==> config.mk <==
export PLATFORM = sky130hd
export DESIGN_NAME = sys_ctrl_protected_regs
export DESIGN_NICKNAME = d
export VERILOG_FILES = /design/src/verilog/sys_ctrl_pkg.sv /design/src/verilog/write_unlock.sv /design/src/verilog/ctrl_status_out.sv /design/src/verilog/sys_ctrl_protected_regs.sv
export SDC_FILE = /design/constraint.sdc
export NUM_CORES = 1
export LEC_CHECK = 0
export BUFFER_PORTS_ARGS = -buffer_cell sky130_fd_sc_hd__buf_2
export CORE_ASPECT_RATIO = 1.1
export CORE_MARGIN = 2
export CORE_UTILIZATION = 35
export DETAILED_ROUTE_END_ITERATION = 10
export PLACE_DENSITY_LB_ADDON = 0.25
export SLEW_MARGIN = 10
export SYNTH_ARGS = -nofsm -noshare
export SYNTH_HDL_FRONTEND = slang
export SYNTH_HIERARCHICAL = 1
export SYNTH_SLANG_ARGS = --single-unit
export TNS_END_PERCENT = 100
==> constraint.sdc <==
create_clock -name ref_clk_in -period 2.37 [get_ports ref_clk_in]
set_input_delay 0.237 -clock ref_clk_in [delete_from_list [all_inputs] [get_ports ref_clk_in]]
set_output_delay 0.237 -clock ref_clk_in [all_outputs]
set_load 0.02 [all_outputs]
==> src/verilog/sys_ctrl_pkg.sv <==
package sys_ctrl_pkg;

    // Register byte offsets
    localparam logic [7:0] OFF_SYSTEM_CONFIG_0       = 8'h00;
    localparam logic [7:0] OFF_PIN_IRQ_MODE_CTRL     = 8'h04;
    localparam logic [7:0] OFF_IRQ_LATENCY_CTRL      = 8'h38;
    localparam logic [7:0] OFF_TICK_TIMER_CTRL       = 8'h3C;
    localparam logic [7:0] OFF_DEBUG_PIN_CTRL        = 8'h40;
    localparam logic [7:0] OFF_PERIPHERAL_SOFT_RESET = 8'h44;
    localparam logic [7:0] OFF_RTC_DOMAIN_RESET      = 8'h48;
    localparam logic [7:0] OFF_SYSCON_WRITE_UNLOCK   = 8'h50;
    localparam logic [7:0] OFF_CLOCK_UNIT_UNLOCK     = 8'h60;

    // Write keys
    localparam logic [15:0] WRITE_KEY   = 16'h5A69;
    localparam logic [30:0] UNLOCK_KEY  = 31'h2AD5334C;
    localparam int          KEY_LSB     = 16;

    // Field positions
    localparam int TICK_CORE_SEL_BIT    = 25;
    localparam int TICK_INEXACT_BIT     = 24;
    localparam int TICK_COUNT_W         = 24;
    localparam int DBG_DEEP_SLEEP_BIT   = 1;
    localparam int STALL_RST_EN_BIT     = 0;
    localparam int PIN_AUTO_INHIBIT_BIT = 1;
    localparam int PIN_GEN_SEL_BIT      = 0;

    // Peripheral reset bit positions
    localparam int PRST_UART0     = 0;
    localparam int PRST_UART1     = 1;
    localparam int PRST_I2C       = 2;
    localparam int PRST_LPUART    = 3;
    localparam int PRST_SPI       = 4;
    localparam int PRST_LPTIM     = 5;
    localparam int PRST_BASETIM   = 6;
    localparam int PRST_SYSCON    = 7;
    localparam int PRST_PCA       = 8;
    localparam int PRST_ONEWIRE   = 9;
    localparam int PRST_ADVTIM    = 10;
    localparam int PRST_GPTIM     = 11;
    localparam int PRST_WWDG      = 12;
    localparam int PRST_ADC       = 13;
    localparam int PRST_AWK       = 14;
    localparam int PRST_CLKTRIM   = 16;
    localparam int PRST_LVD       = 18;
    localparam int PRST_BEEP      = 19;
    localparam int PRST_DEBUG     = 20;
    localparam int PRST_GPIOA     = 24;
    localparam int PRST_GPIOB     = 25;
    localparam int PRST_GPIOC     = 26;
    localparam int PRST_GPIOD     = 27;
    localparam int PRST_CHECKSUM  = 28;

    // Implemented bits of the peripheral reset register
    localparam logic [31:0] PERI_RST_MASK = 32'h1F1D7FFF;

    // Reset values
    localparam logic [7:0]  RST_IRQ_LATENCY   = 8'h00;
    localparam logic [31:0] RST_TICK_CTRL     = 32'h01009C3F;
    localparam logic        RST_DEBUG_PIN_SEL = 1'b1;
    localparam logic [31:0] RST_PERI_RST      = 32'h00000000;

    typedef struct packed {
        logic [7:0]  addr;
        logic [31:0] wdata;
        logic        wr;
        logic        rd;
    } bus_req_type;

    typedef struct packed {
        logic tick_core_sel;
        logic core_tick_src;
        logic auto_inhibit;
        logic gen_select;
        logic deep_sleep;
        logic dbg_sleep_block;
        logic debug_mode;
        logic stall_rst_en;
        logic lockup;
    } status_src_type;

endpackage

==> src/verilog/write_unlock.sv <==
// Write protection latch; bit 0 of the unlock register
module write_unlock
    import sys_ctrl_pkg::*;
(
    // Clock and reset
    input  wire logic        ref_clk_in,
    input  wire logic        rst_in,
    // Register write
    input  wire logic        wr_in,
    input  wire logic [31:0] wdata_in,
    // State
    output logic             unlocked_out
);

    logic unlocked_nxt;

    // Writes without the long key are ignored, so protection is never dropped by accident
    assign unlocked_nxt = (wr_in && wdata_in[31:1] == UNLOCK_KEY) ? wdata_in[0]
                                                                   : unlocked_out;

    always_ff @(posedge ref_clk_in) begin
        if (rst_in) begin
            unlocked_out <= 1'b0;
        end else begin
            unlocked_out <= unlocked_nxt;
        end
    end

endmodule

==> src/verilog/ctrl_status_out.sv <==
// Registered decisions derived from control bits and system inputs
module ctrl_status_out
    import sys_ctrl_pkg::*;
(
    // Clock and reset
    input  wire logic           ref_clk_in,
    input  wire logic           rst_in,
    // Sources
    input  wire status_src_type src_in,
    // Decisions
    output logic                tick_use_core_clk_out,
    output logic                pin_irq_deep_mode_out,
    output logic                deep_sleep_permit_out,
    output logic                lockup_reset_req_out
);

    wire tick_core_nxt  = src_in.tick_core_sel | src_in.core_tick_src;
    wire auto_deep      = ~src_in.auto_inhibit & src_in.deep_sleep;
    wire pin_deep_nxt   = src_in.gen_select | auto_deep;
    wire sleep_ok_nxt   = ~(src_in.debug_mode & src_in.dbg_sleep_block);
    wire lockup_rst_nxt = src_in.stall_rst_en & src_in.lockup;

    always_ff @(posedge ref_clk_in) begin
        if (rst_in) begin
            tick_use_core_clk_out <= 1'b0;
            pin_irq_deep_mode_out <= 1'b0;
            deep_sleep_permit_out <= 1'b1;
            lockup_reset_req_out  <= 1'b0;
        end else begin
            tick_use_core_clk_out <= tick_core_nxt;
            pin_irq_deep_mode_out <= pin_deep_nxt;
            deep_sleep_permit_out <= sleep_ok_nxt;
            lockup_reset_req_out  <= lockup_rst_nxt;
        end
    end

endmodule

==> src/verilog/sys_ctrl_protected_regs.sv <==
// Function
// - Eight-bit interrupt delay field, reset zero, writable only with clock unit unlocked.
// - Tick control bit 25 picks tick reference: zero bus clock/4, one core clock.
// - Core clock drives tick when own select or processor source bit is one.
// - Calibration inexact flag, read/write, resets to one; one means inexact.
// - Tick ten-millisecond count, 24 bits read/write, resets to 9C3F.
// - Keyed registers accept a write only when upper half equals 5A69.
// - Debug pin select bit: zero peripheral function, one serial debug; resets one.
// - Debug pin select writes also need clock unit protection released.
// - Peripheral reset register, one bit per module, resets zero, reserved bits zero.
// - RTC domain reset bit holds RTC in reset; keyed and clock-unit protected.
// - Writing 55AA6699 to an unlock register releases its protection.
// - Unlock bit 0 shows protection state and resets to zero.
// - Configuration bit 1 blocks deep sleep entry while debugging.
// - Configuration bit 0 lets a processor lockup reset the whole chip.
// - Configuration and pin interrupt mode writes need system unlock plus key.
// - Auto switch inhibit zero forces deep-sleep pin interrupt mode in deep sleep.
// - Pin interrupt generation select: zero active/sleep, one deep sleep; resets zero.
module sys_ctrl_protected_regs
    import sys_ctrl_pkg::*;
#(
    parameter int LATENCY_W = 8,
    parameter int PERI_W    = 32
) (
    // Clock and reset
    input  wire logic                    ref_clk_in,
    input  wire logic                    rst_in,

    // Register port
    input  wire logic [7:0]              addr_in,
    input  wire logic [31:0]             wdata_in,
    input  wire logic                    wr_in,
    input  wire logic                    rd_in,
    output logic [31:0]                  rdata_out,

    // System inputs
    input  wire logic                    core_tick_source_bit_in,
    input  wire logic                    deep_sleep_in,
    input  wire logic                    debug_mode_in,
    input  wire logic                    lockup_in,

    // Tick timer
    output logic                         tick_use_core_clk_out,
    output logic                         calib_inexact_flag_out,
    output logic [TICK_COUNT_W-1:0]      tick_ten_ms_count_out,

    // Processor and debug
    output logic [LATENCY_W-1:0]         interrupt_delay_setting_out,
    output logic                         debug_pin_function_select_out,
    output logic                         deep_sleep_permit_out,
    output logic                         lockup_reset_req_out,

    // Pin interrupts
    output logic                         pin_irq_deep_mode_out,

    // Module resets
    output logic [PERI_W-1:0]            peripheral_rst_out,
    output logic                         rtc_domain_rst_out,
    output logic                         uart0_rst_out,
    output logic                         uart1_rst_out,
    output logic                         i2c_rst_out,
    output logic                         lpuart_rst_out,
    output logic                         spi_rst_out,
    output logic                         lptim_rst_out,
    output logic                         basetim_rst_out,
    output logic                         syscon_rst_out,
    output logic                         pca_rst_out,
    output logic                         onewire_rst_out,
    output logic                         adv_timer_rst_out,
    output logic                         gp_timer_rst_out,
    output logic                         wwdg_rst_out,
    output logic                         adc_rst_out,
    output logic                         awk_rst_out,
    output logic                         clk_trim_rst_out,
    output logic                         low_voltage_detect_reset_out,
    output logic                         beep_rst_out,
    output logic                         debug_unit_reset_out,
    output logic                         gpioa_rst_out,
    output logic                         gpiob_rst_out,
    output logic                         gpioc_rst_out,
    output logic                         gpiod_rst_out,
    output logic                         checksum_unit_reset_out
);

    function automatic logic key_ok(input logic [31:0] data);
        key_ok = (data[31:KEY_LSB] == WRITE_KEY);
    endfunction

    function automatic logic hit(input logic [7:0] a, input logic [7:0] off);
        hit = (a == off);
    endfunction

    bus_req_type    req;
    status_src_type src;

    logic                    clk_unlocked;
    logic                    sys_unlocked;

    logic [LATENCY_W-1:0]    latency_r;
    logic                    tick_core_sel_r;
    logic                    calib_inexact_r;
    logic [TICK_COUNT_W-1:0] tick_count_r;
    logic                    debug_pin_sel_r;
    logic [PERI_W-1:0]       peri_rst_r;
    logic                    rtc_rst_r;

    logic                    dbg_sleep_block_r;
    logic                    stall_rst_en_r;
    logic                    pin_auto_inhibit_r;
    logic                    pin_gen_sel_r;

    logic [31:0]             rdata_r;
    logic [31:0]             rdata_nxt;

    assign req.addr  = addr_in;
    assign req.wdata = wdata_in;
    assign req.wr    = wr_in;
    assign req.rd    = rd_in;

    // Address decode
    wire hit_cfg0    = hit(req.addr, OFF_SYSTEM_CONFIG_0);
    wire hit_pin     = hit(req.addr, OFF_PIN_IRQ_MODE_CTRL);
    wire hit_lat     = hit(req.addr, OFF_IRQ_LATENCY_CTRL);
    wire hit_tick    = hit(req.addr, OFF_TICK_TIMER_CTRL);
    wire hit_dbg     = hit(req.addr, OFF_DEBUG_PIN_CTRL);
    wire hit_peri    = hit(req.addr, OFF_PERIPHERAL_SOFT_RESET);
    wire hit_rtc     = hit(req.addr, OFF_RTC_DOMAIN_RESET);
    wire hit_sys_ul  = hit(req.addr, OFF_SYSCON_WRITE_UNLOCK);
    wire hit_clk_ul  = hit(req.addr, OFF_CLOCK_UNIT_UNLOCK);

    wire keyed       = key_ok(req.wdata);

    // Write enables; a failed guard simply drops the write, with no error reported
    wire we_cfg0     = req.wr && hit_cfg0 && keyed && sys_unlocked;
    wire we_pin      = req.wr && hit_pin && keyed && sys_unlocked;
    wire we_lat      = req.wr && hit_lat && clk_unlocked;
    wire we_tick     = req.wr && hit_tick;
    wire we_dbg      = req.wr && hit_dbg && keyed && clk_unlocked;
    wire we_peri     = req.wr && hit_peri;
    wire we_rtc      = req.wr && hit_rtc && keyed && clk_unlocked;
    wire we_sys_ul   = req.wr && hit_sys_ul;
    wire we_clk_ul   = req.wr && hit_clk_ul;

    write_unlock u_clk_unlock (
        .ref_clk_in   (ref_clk_in),
        .rst_in       (rst_in),
        .wr_in        (we_clk_ul),
        .wdata_in     (req.wdata),
        .unlocked_out (clk_unlocked)
    );

    write_unlock u_sys_unlock (
        .ref_clk_in   (ref_clk_in),
        .rst_in       (rst_in),
        .wr_in        (we_sys_ul),
        .wdata_in     (req.wdata),
        .unlocked_out (sys_unlocked)
    );

    // Interrupt delay setting
    always_ff @(posedge ref_clk_in) begin
        if (rst_in) begin
            latency_r <= RST_IRQ_LATENCY;
        end else if (we_lat) begin
            latency_r <= req.wdata[LATENCY_W-1:0];
        end
    end

    // Tick timer control: not keyed and not protected
    always_ff @(posedge ref_clk_in) begin
        if (rst_in) begin
            tick_core_sel_r <= RST_TICK_CTRL[TICK_CORE_SEL_BIT];
            calib_inexact_r <= RST_TICK_CTRL[TICK_INEXACT_BIT];
            tick_count_r    <= RST_TICK_CTRL[TICK_COUNT_W-1:0];
        end else if (we_tick) begin
            tick_core_sel_r <= req.wdata[TICK_CORE_SEL_BIT];
            calib_inexact_r <= req.wdata[TICK_INEXACT_BIT];
            tick_count_r    <= req.wdata[TICK_COUNT_W-1:0];
        end
    end

    // Debug pin function
    always_ff @(posedge ref_clk_in) begin
        if (rst_in) begin
            debug_pin_sel_r <= RST_DEBUG_PIN_SEL;
        end else if (we_dbg) begin
            debug_pin_sel_r <= req.wdata[0];
        end
    end

    // Peripheral soft resets; reserved positions stay zero
    always_ff @(posedge ref_clk_in) begin
        if (rst_in) begin
            peri_rst_r <= RST_PERI_RST[PERI_W-1:0];
        end else if (we_peri) begin
            peri_rst_r <= req.wdata[PERI_W-1:0] & PERI_RST_MASK[PERI_W-1:0];
        end
    end

    // RTC domain reset stays asserted until software clears it
    always_ff @(posedge ref_clk_in) begin
        if (rst_in) begin
            rtc_rst_r <= 1'b0;
        end else if (we_rtc) begin
            rtc_rst_r <= req.wdata[0];
        end
    end

    // System configuration
    always_ff @(posedge ref_clk_in) begin
        if (rst_in) begin
            dbg_sleep_block_r <= 1'b0;
            stall_rst_en_r    <= 1'b0;
        end else if (we_cfg0) begin
            dbg_sleep_block_r <= req.wdata[DBG_DEEP_SLEEP_BIT];
            stall_rst_en_r    <= req.wdata[STALL_RST_EN_BIT];
        end
    end

    // Pin interrupt mode
    always_ff @(posedge ref_clk_in) begin
        if (rst_in) begin
            pin_auto_inhibit_r <= 1'b0;
            pin_gen_sel_r      <= 1'b0;
        end else if (we_pin) begin
            pin_auto_inhibit_r <= req.wdata[PIN_AUTO_INHIBIT_BIT];
            pin_gen_sel_r      <= req.wdata[PIN_GEN_SEL_BIT];
        end
    end

    // Read mux; key fields and unmapped addresses read zero
    always_comb begin
        rdata_nxt = 32'h00000000;
        if (req.rd) begin
            case (1'b1)
                hit_cfg0: begin
                    rdata_nxt[DBG_DEEP_SLEEP_BIT] = dbg_sleep_block_r;
                    rdata_nxt[STALL_RST_EN_BIT]   = stall_rst_en_r;
                end
                hit_pin: begin
                    rdata_nxt[PIN_AUTO_INHIBIT_BIT] = pin_auto_inhibit_r;
                    rdata_nxt[PIN_GEN_SEL_BIT]      = pin_gen_sel_r;
                end
                hit_lat: begin
                    rdata_nxt[LATENCY_W-1:0] = latency_r;
                end
                hit_tick: begin
                    rdata_nxt[TICK_CORE_SEL_BIT]  = tick_core_sel_r;
                    rdata_nxt[TICK_INEXACT_BIT]   = calib_inexact_r;
                    rdata_nxt[TICK_COUNT_W-1:0]   = tick_count_r;
                end
                hit_dbg: begin
                    rdata_nxt[0] = debug_pin_sel_r;
                end
                hit_peri: begin
                    rdata_nxt[PERI_W-1:0] = peri_rst_r;
                end
                hit_rtc: begin
                    rdata_nxt[0] = rtc_rst_r;
                end
                hit_sys_ul: begin
                    rdata_nxt[0] = sys_unlocked;
                end
                hit_clk_ul: begin
                    rdata_nxt[0] = clk_unlocked;
                end
                default: begin
                    rdata_nxt = 32'h00000000;
                end
            endcase
        end
    end

    // Read data live only in the cycle after the strobe
    always_ff @(posedge ref_clk_in) begin
        if (rst_in) begin
            rdata_r <= 32'h00000000;
        end else begin
            rdata_r <= rdata_nxt;
        end
    end

    assign rdata_out = rdata_r;

    // Derived decisions
    assign src.tick_core_sel   = tick_core_sel_r;
    assign src.core_tick_src   = core_tick_source_bit_in;
    assign src.auto_inhibit    = pin_auto_inhibit_r;
    assign src.gen_select      = pin_gen_sel_r;
    assign src.deep_sleep      = deep_sleep_in;
    assign src.dbg_sleep_block = dbg_sleep_block_r;
    assign src.debug_mode      = debug_mode_in;
    assign src.stall_rst_en    = stall_rst_en_r;
    assign src.lockup          = lockup_in;

    // Tick reference validity against bus clock is left to software
    ctrl_status_out u_status (
        .ref_clk_in            (ref_clk_in),
        .rst_in                (rst_in),
        .src_in                (src),
        .tick_use_core_clk_out (tick_use_core_clk_out),
        .pin_irq_deep_mode_out (pin_irq_deep_mode_out),
        .deep_sleep_permit_out (deep_sleep_permit_out),
        .lockup_reset_req_out  (lockup_reset_req_out)
    );

    // Register-direct outputs
    assign calib_inexact_flag_out        = calib_inexact_r;
    assign tick_ten_ms_count_out         = tick_count_r;
    assign interrupt_delay_setting_out   = latency_r;
    assign debug_pin_function_select_out = debug_pin_sel_r;
    assign rtc_domain_rst_out            = rtc_rst_r;
    assign peripheral_rst_out            = peri_rst_r;

    // Per-module reset fan-out
    assign uart0_rst_out                = peri_rst_r[PRST_UART0];
    assign uart1_rst_out                = peri_rst_r[PRST_UART1];
    assign i2c_rst_out                  = peri_rst_r[PRST_I2C];
    assign lpuart_rst_out               = peri_rst_r[PRST_LPUART];
    assign spi_rst_out                  = peri_rst_r[PRST_SPI];
    assign lptim_rst_out                = peri_rst_r[PRST_LPTIM];
    assign basetim_rst_out              = peri_rst_r[PRST_BASETIM];
    assign syscon_rst_out               = peri_rst_r[PRST_SYSCON];
    assign pca_rst_out                  = peri_rst_r[PRST_PCA];
    assign onewire_rst_out              = peri_rst_r[PRST_ONEWIRE];
    assign adv_timer_rst_out            = peri_rst_r[PRST_ADVTIM];
    assign gp_timer_rst_out             = peri_rst_r[PRST_GPTIM];
    assign wwdg_rst_out                 = peri_rst_r[PRST_WWDG];
    assign adc_rst_out                  = peri_rst_r[PRST_ADC];
    assign awk_rst_out                  = peri_rst_r[PRST_AWK];
    assign clk_trim_rst_out             = peri_rst_r[PRST_CLKTRIM];
    assign low_voltage_detect_reset_out = peri_rst_r[PRST_LVD];
    assign beep_rst_out                 = peri_rst_r[PRST_BEEP];
    assign debug_unit_reset_out         = peri_rst_r[PRST_DEBUG];
    assign gpioa_rst_out                = peri_rst_r[PRST_GPIOA];
    assign gpiob_rst_out                = peri_rst_r[PRST_GPIOB];
    assign gpioc_rst_out                = peri_rst_r[PRST_GPIOC];
    assign gpiod_rst_out                = peri_rst_r[PRST_GPIOD];
    assign checksum_unit_reset_out      = peri_rst_r[PRST_CHECKSUM];

endmodule

==> results.ini, run 1 <==
[run_status]
status = finished clean

[timing]
relSlewSlack_pct = 49.46
slew_viol_final = 0
min_period_ns = 1.767
rsz0062_at_grt = no
setup_violations = 0
max_freq_mhz = 565.9
fin_crit_sh_pct = 74.56
hold_violations = 0
worstMarginPinSlew_ns = 0.7580
clock_skew_ns = 0.006212
setup_tns_ns = 0

[drt]
drc = 0
wire_per_inst_um = 15.83
wl_met2_um = 6147
first_pass_iters = 5
wl_um = 12240
wl_met3_um = 644
wl_met1_um = 5245
top_layer = met4
vias = 3813
ant_nets = 0
viasPerCell = 4.933
drtIter0Drc = 174

[floorplanning]
fp.dieH_um = 119.5
die-width_um = 109.0
core_area_mm2 = 0.01193
ios = 175
start_util_pct = 35.58
rows = 42
dieArea_mm2 = 0.01302

[placement]
place_hpwl_um = 8835
place_congestion = 0.8365
io_buffers = 163

[layout]
drive_gt1_share_pct = 37.16
nets = 663
area_growth_pct = 26.50
antenna_cells = 0

[synthesis]
syn_area_per_cell_um2 = 8.954
yosysSeqAreaShare_pct = 46.70
synthFlopType = dfxtp_1
netlist_area_mm2 = 0.004244
syn-instance-count = 474
synth_cell_type_count = 49
ys_ff_latch = 99
synth_edf_count = 0
synthArstFlopShare_pct = 0
synth_warnings = 6

[hold_path]
hold_depth = 2
hold_path.class = in2reg
hold_path_end = u_status/deep_sleep_permit_out
worstHoldStart = debug_mode_in

[pwr]
finalPower_uw = 3434
vdd_drop_max_mv = 0.3249
p_per_area_mw_per_mm2 = 639.7
p_leak_uw = 0.002471

[global_route]
grt_pass1_wl_um = 18760
grt_usage_pct = 18.82
grt_pass1_vias = 3539
grt.overflow.total = 0
grt_max_degree = 73
antenna_found_initial = 0

[job]
timing.max_cap.violations = 0

[clocking]
cts_max_path_buffers = 2
clk_pin_slew_worst_paths_ns = 0.07
cts.sinks = 99
htree_levels = 3
cts-root-buf = clkbuf_16
postCtsHoldBufs = 0
cts-buffers-inserted = 9
cts_resized = 0
insertion_delay_ns = 0.35
post_cts_buffers = 0
cts_tree = yes

[setup_path]
start_kind = primary input
end_kind = flip-flop
regToRegSetupSlack_ns = 0.82
reg2reg_to = debug_pin_function_select_out
r2r_cells = 5
startpoint = addr_in[1]
cp.required_ns = 2.65
worst-path-max-fanout = 3
critPathKind = in2reg
cp.arrival_ns = 2.04
reg2reg_from = u_clk_unlock/unlocked_out

-- how the worst max path moves through the flow --
| stage | to | slack [ns] | cells past startpoint |
|---|---|---|---|
| after floorplan | u_sys_unlock/unlocked_out | 0.38 | 8 |
| after global placement | u_clk_unlock/unlocked_out | 0.35 | 9 |
| after detailed placement | u_clk_unlock/unlocked_out | 0.25 | 9 |
| after CTS | u_clk_unlock/unlocked_out | 0.59 | 9 |
| after global routing | u_sys_unlock/unlocked_out | 0.43 | 9 |
| final | u_sys_unlock/unlocked_out | 0.60 | 9 |
-- critical path, stage by stage --
cell,delay (ns)
buf_2,0.11
nor3_1,0.26
and4b_1,0.27
nand2_1,0.08
nor3b_1,0.22
and4b_1,0.21
nand4_1,0.12
nor4_2,0.32
mux2i_1,0.21
-- kinds of logic after synthesis --
logic type | after synthesis | synth area share, %
compound gates | 76 | 11.73
buf+inv | 63 | 9.463
flops | 99 | 46.70
mux | 21 | 5.130
other cells | 1 | 0.08836
simple gates | 214 | 26.89
-- cell usage after synthesis, types with 2 or more instances --
cell type	n	area [um2]
nor4b_1	4	35.03
nand2_1	110	412.9
and2_2	5	37.54
nor2_1	28	105.1
nor3_1	3	15.01
nand3_1	3	15.01
buf_4	35	262.8
a22oi_1	6	45.04
nor4bb_1	5	50.05
nor4_2	2	25.02
and4b_1	6	60.06
nand4_1	5	31.28
nor3b_1	3	22.52
clkbuf_1	13	48.80
nor4_1	5	31.28
and3_1	2	12.51
a21oi_1	42	210.2
nand3b_1	14	105.1
a22o_2	13	130.1
or4_4	2	22.52
and2_1	3	18.77
dfxtp_1	99	1982
inv_1	3	11.26
buf_6	3	33.78
mux2_2	6	67.56
buf_2	8	40.04
nand4b_4	2	47.55
mux2i_1	15	150.1
nand2b_1	5	31.28
o21ai_0	5	25.02
-- stage by stage --
step                util (%)  cell area [um2]  worst slack (ns)  hold WS [ns]  std cells
finish                 45.01             5369            0.6030       0.06982        773
detailed placement     42.34             5051            0.2491        0.4328        758
global route           45.01             5369            0.4284       0.06997        773
CTS                    45.01             5369            0.5883       0.06750        773
global placement       42.34             5051            0.3528        0.4295        758
floorplan                  -             4282            0.3844        0.2994        484
-- cells in the final DEF (no fill, tap or decap), types with 4 or more instances in the layout --
master	instances
buf_2	163
nand2_1	110
dfxtp_1	99
a21oi_1	42
nor2_1	28
buf_4	16
mux2i_1	15
nand3b_1	14
a22o_2	13
conb_1	11
clkbuf_16	9
and4b_1	6
mux2_2	6
a22oi_1	6
and2_2	5
o21ai_0	5
nor4bb_1	5
nand4_1	5
nand2b_1	5
nor4_1	4
nor4b_1	4
-- report_power, final --
group	switching, uW	leakage [uW]	internal [uW]
clock	628	0.000148	948
sequential	1.53	0.000798	1670
combinational	124	0.00153	66.0
-- flip-flops by register name (all words and copies together) (netlist names) --
name / count
u_status/tick_use_core_clk_out: 1
calib_inexact_flag_out: 1
debug_pin_function_select_out: 1
stall_rst_en_r: 1
u_clk_unlock/unlocked_out: 1
u_status/deep_sleep_permit_out: 1
u_status/lockup_reset_req_out: 1
peripheral_rst_out: 24
rdata_out: 29
u_sys_unlock/unlocked_out: 1
pin_gen_sel_r: 1
pin_auto_inhibit_r: 1
tick_ten_ms_count_out: 24
tick_core_sel_r: 1
interrupt_delay_setting_out: 8
dbg_sleep_block_r: 1
u_status/pin_irq_deep_mode_out: 1
rtc_domain_rst_out: 1
-- cell type report --
type / count / area [um2]
clock inverter: 4 / 75.07
fill: 1214 / 6560
clock buffer: 11 / 242.7
sequential: 99 / 1982
inverter: 3 / 11.26
timing repair buffer: 180 / 955.9
multi-input combinational: 322 / 1909
tap: 154 / 192.7
-- per-layer routing --
| metal | GRT usage [%] | vias to the layer above |
|---|---|---|
| met2 | 32.92 | 130 |
| met4 | 6.651 | 0 |
| met3 | 3.313 | 16 |
| met1 | 22.87 | 1799 |
| met5 | 0 | - |
| li1 | - | 1868 |
Power figures use the tool's default switching activity.
==> run 2, diff against run 1 <==
- clock period: 2.37 -> 1.8 ns (I/O delays scaled with it)
==> run 2 against run 1 <==
Core utilization rose by 0.91 points. Via count rose by 1.2%. Critical path depth did not move. Largest cell class unchanged. Highest routed layer unchanged.
==> results.ini, run 2 (synthesis results as in run 1) <==
[placement]
place_hpwl_um = 8951  ; was 8835 um
place_congestion = 0.7937  ; was 0.8365
place_inst = 770  ; was 758
io_buffers = 163  ; unchanged

[clocking]
cts_max_path_buffers = 2  ; unchanged
cts-root-buf = clkbuf_16  ; unchanged
insertion_delay_ns = 0.34  ; was 0.35 ns
clk_pin_slew_worst_paths_ns = 0.06  ; was 0.07 ns
cts-buffers-inserted = 9  ; unchanged
cts.sinks = 99  ; unchanged
cts_tree = yes  ; unchanged
htree_levels = 3  ; unchanged
postCtsHoldBufs = 0  ; unchanged

[floorplanning]
rows = 42  ; unchanged
core_area_mm2 = 0.01193  ; unchanged
fp.dieH_um = 119.5  ; unchanged
dieArea_mm2 = 0.01302  ; unchanged
die-width_um = 109.0  ; unchanged
ios = 175  ; unchanged
start_util_pct = 35.58  ; unchanged

[setup_path]
r2r_cells = 5  ; unchanged
endpoint = tick_ten_ms_count_out[21]  ; was u_sys_unlock/unlocked_out
reg2reg_from = u_clk_unlock/unlocked_out  ; unchanged
reg2reg_to = debug_pin_function_select_out  ; unchanged
end_kind = flip-flop  ; unchanged
critPathKind = in2reg  ; unchanged
worst-path-max-fanout = 16  ; was 3
startpoint = addr_in[1]  ; unchanged
regToRegSetupSlack_ns = 0.25  ; was 0.82 ns
start_kind = primary input  ; unchanged
cp.arrival_ns = 1.90  ; was 2.04 ns
cp.required_ns = 2.06  ; was 2.65 ns

[timing]
relSlewSlack_pct = 50.97  ; was 49.46%
min_period_ns = 1.639
setup_tns_ns = 0  ; unchanged
fin_crit_sh_pct = 91.05
setup_violations = 0  ; unchanged
max_freq_mhz = 610.1
slew_viol_final = 0  ; unchanged
hold_violations = 0  ; unchanged
rsz0062_at_grt = no  ; unchanged
worstMarginPinSlew_ns = 0.7354  ; was 0.7580 ns
clock_skew_ns = 0.003568  ; was 0.006212 ns

[job]
timing.max_cap.violations = 0  ; unchanged

[drt]
first_pass_iters = 4  ; was 5
wire_per_inst_um = 15.52  ; was 15.83 um
wl_um = 12200  ; was 12240 um
drtIter0Drc = 167  ; was 174
vias = 3860  ; was 3813
drc = 0  ; unchanged
ant_nets = 0  ; unchanged
viasPerCell = 4.911  ; was 4.933

[layout]
largest_reg_flops = 29  ; unchanged
final_common_cell = buf_2  ; unchanged
final_cell_mix = buf_2 (163), nand2_1 (110), dfxtp_1 (99), a21oi_1 (42), nor2_1 (28)  ; unchanged
instances_no_fill = 786  ; was 773
antenna_cells = 0  ; unchanged
drive_gt1_share_pct = 38.61  ; was 37.16%
area_growth_pct = 29.07  ; was 26.50%
fillers = 1221  ; was 1214
nets = 675  ; was 663

[hold_path]
hold_path.class = in2reg  ; unchanged

[global_route]
grt_usage_pct = 19.00  ; was 18.82%
grt_pass1_wl_um = 18920  ; was 18760 um
antenna_found_initial = 0  ; unchanged
grt_max_degree = 73  ; unchanged
grt_pass1_vias = 3682  ; was 3539
grt.overflow.total = 0  ; unchanged

[pwr]
p_leak_uw = 0.002533  ; was 0.002471 uW
p_per_area_mw_per_mm2 = 780.3  ; was 639.7 mW/mm2
vdd_drop_max_mv = 0.4575  ; was 0.3249 mV

[run_status]
status = finished clean  ; unchanged

-- run 2: changes by cell type in the layout (fill, tap and decap cells not counted), sizes merged --
cell and delta:
bufinv -2, buf +12, clkinvlp -1, clkinv +4
-- run 2: through the flow --
step                      utilization, %  total power, uW  setup slack, ns  hold WS (ns)  area [um2]
final                              45.92             4274           0.1610       0.02903        5478
after detailed placement           43.56             2506          -0.1784        0.3810        5196
after global routing               45.92             4442          0.03116       0.02395        5478
after floorplan                        -             2376         0.001471        0.2424        4287
after global placement             43.56             2503          -0.1431        0.3716        5196
after CTS                          45.92             4318           0.1675       0.02169        5478
-- run 2: where the power goes --
| part | switching (uW) | internal (uW) |
|---|---|---|
| Combinational | 164 | 96.4 |
| Clock | 838 | 981 |
| Sequential | 2.00 | 2190 |
-- run 2: repair_timing --
action / in CTS / in global routing
gates resized for setup: 0 / 0
endpoints found under the setup margin: 0 / 1
buffers inserted: 0 / 0
-- run 2: area by class of cell --
class                           count  area [um2]  area share, %
Multi-Input combinational cell    322        1914          34.95
Tap cell                          154       192.7          3.518
Timing Repair Buffer              192        1096          20.01
Sequential cell                    99        1982          36.18
Clock inverter                      5       38.79         0.7081
Inverter                            3       11.26         0.2056
Clock buffer                       11       242.7          4.431
-- run 2: worst min path at each step --
| stage | from | end | slack (ns) | cells past startpoint |
|---|---|---|---|---|
| after floorplan | rst_in | u_status/pin_irq_deep_mode_out | 0.24 | 1 |
| final | debug_mode_in | u_status/deep_sleep_permit_out | 0.03 | 2 |
| after global routing | debug_mode_in | u_status/deep_sleep_permit_out | 0.02 | 2 |
| after global placement | debug_mode_in | u_status/deep_sleep_permit_out | 0.37 | 2 |
| after CTS | debug_mode_in | u_status/deep_sleep_permit_out | 0.02 | 2 |
| after detailed placement | debug_mode_in | u_status/deep_sleep_permit_out | 0.38 | 2 |
-- run 2: metal layers --
metal  part of all wire [%]  vias to the layer above  GRT usage, %
li1                       -                     1895             -
met1                     43                     1821         22.98
met2                     51                      132         33.66
met3                    5.4                       12         3.368
met4                    1.3                        0         6.090
met5                      0                        -             0
-- run 2: worst max-delay path, stage by stage --
cell and delay, ns:
buf_2 0.12, or3b_1 0.41, buf_4 0.16, nor4_2 0.24, buf_4 0.18, and3_1 0.25, buf_12 0.17, nand2_1 0.06
a21oi_1 0.13
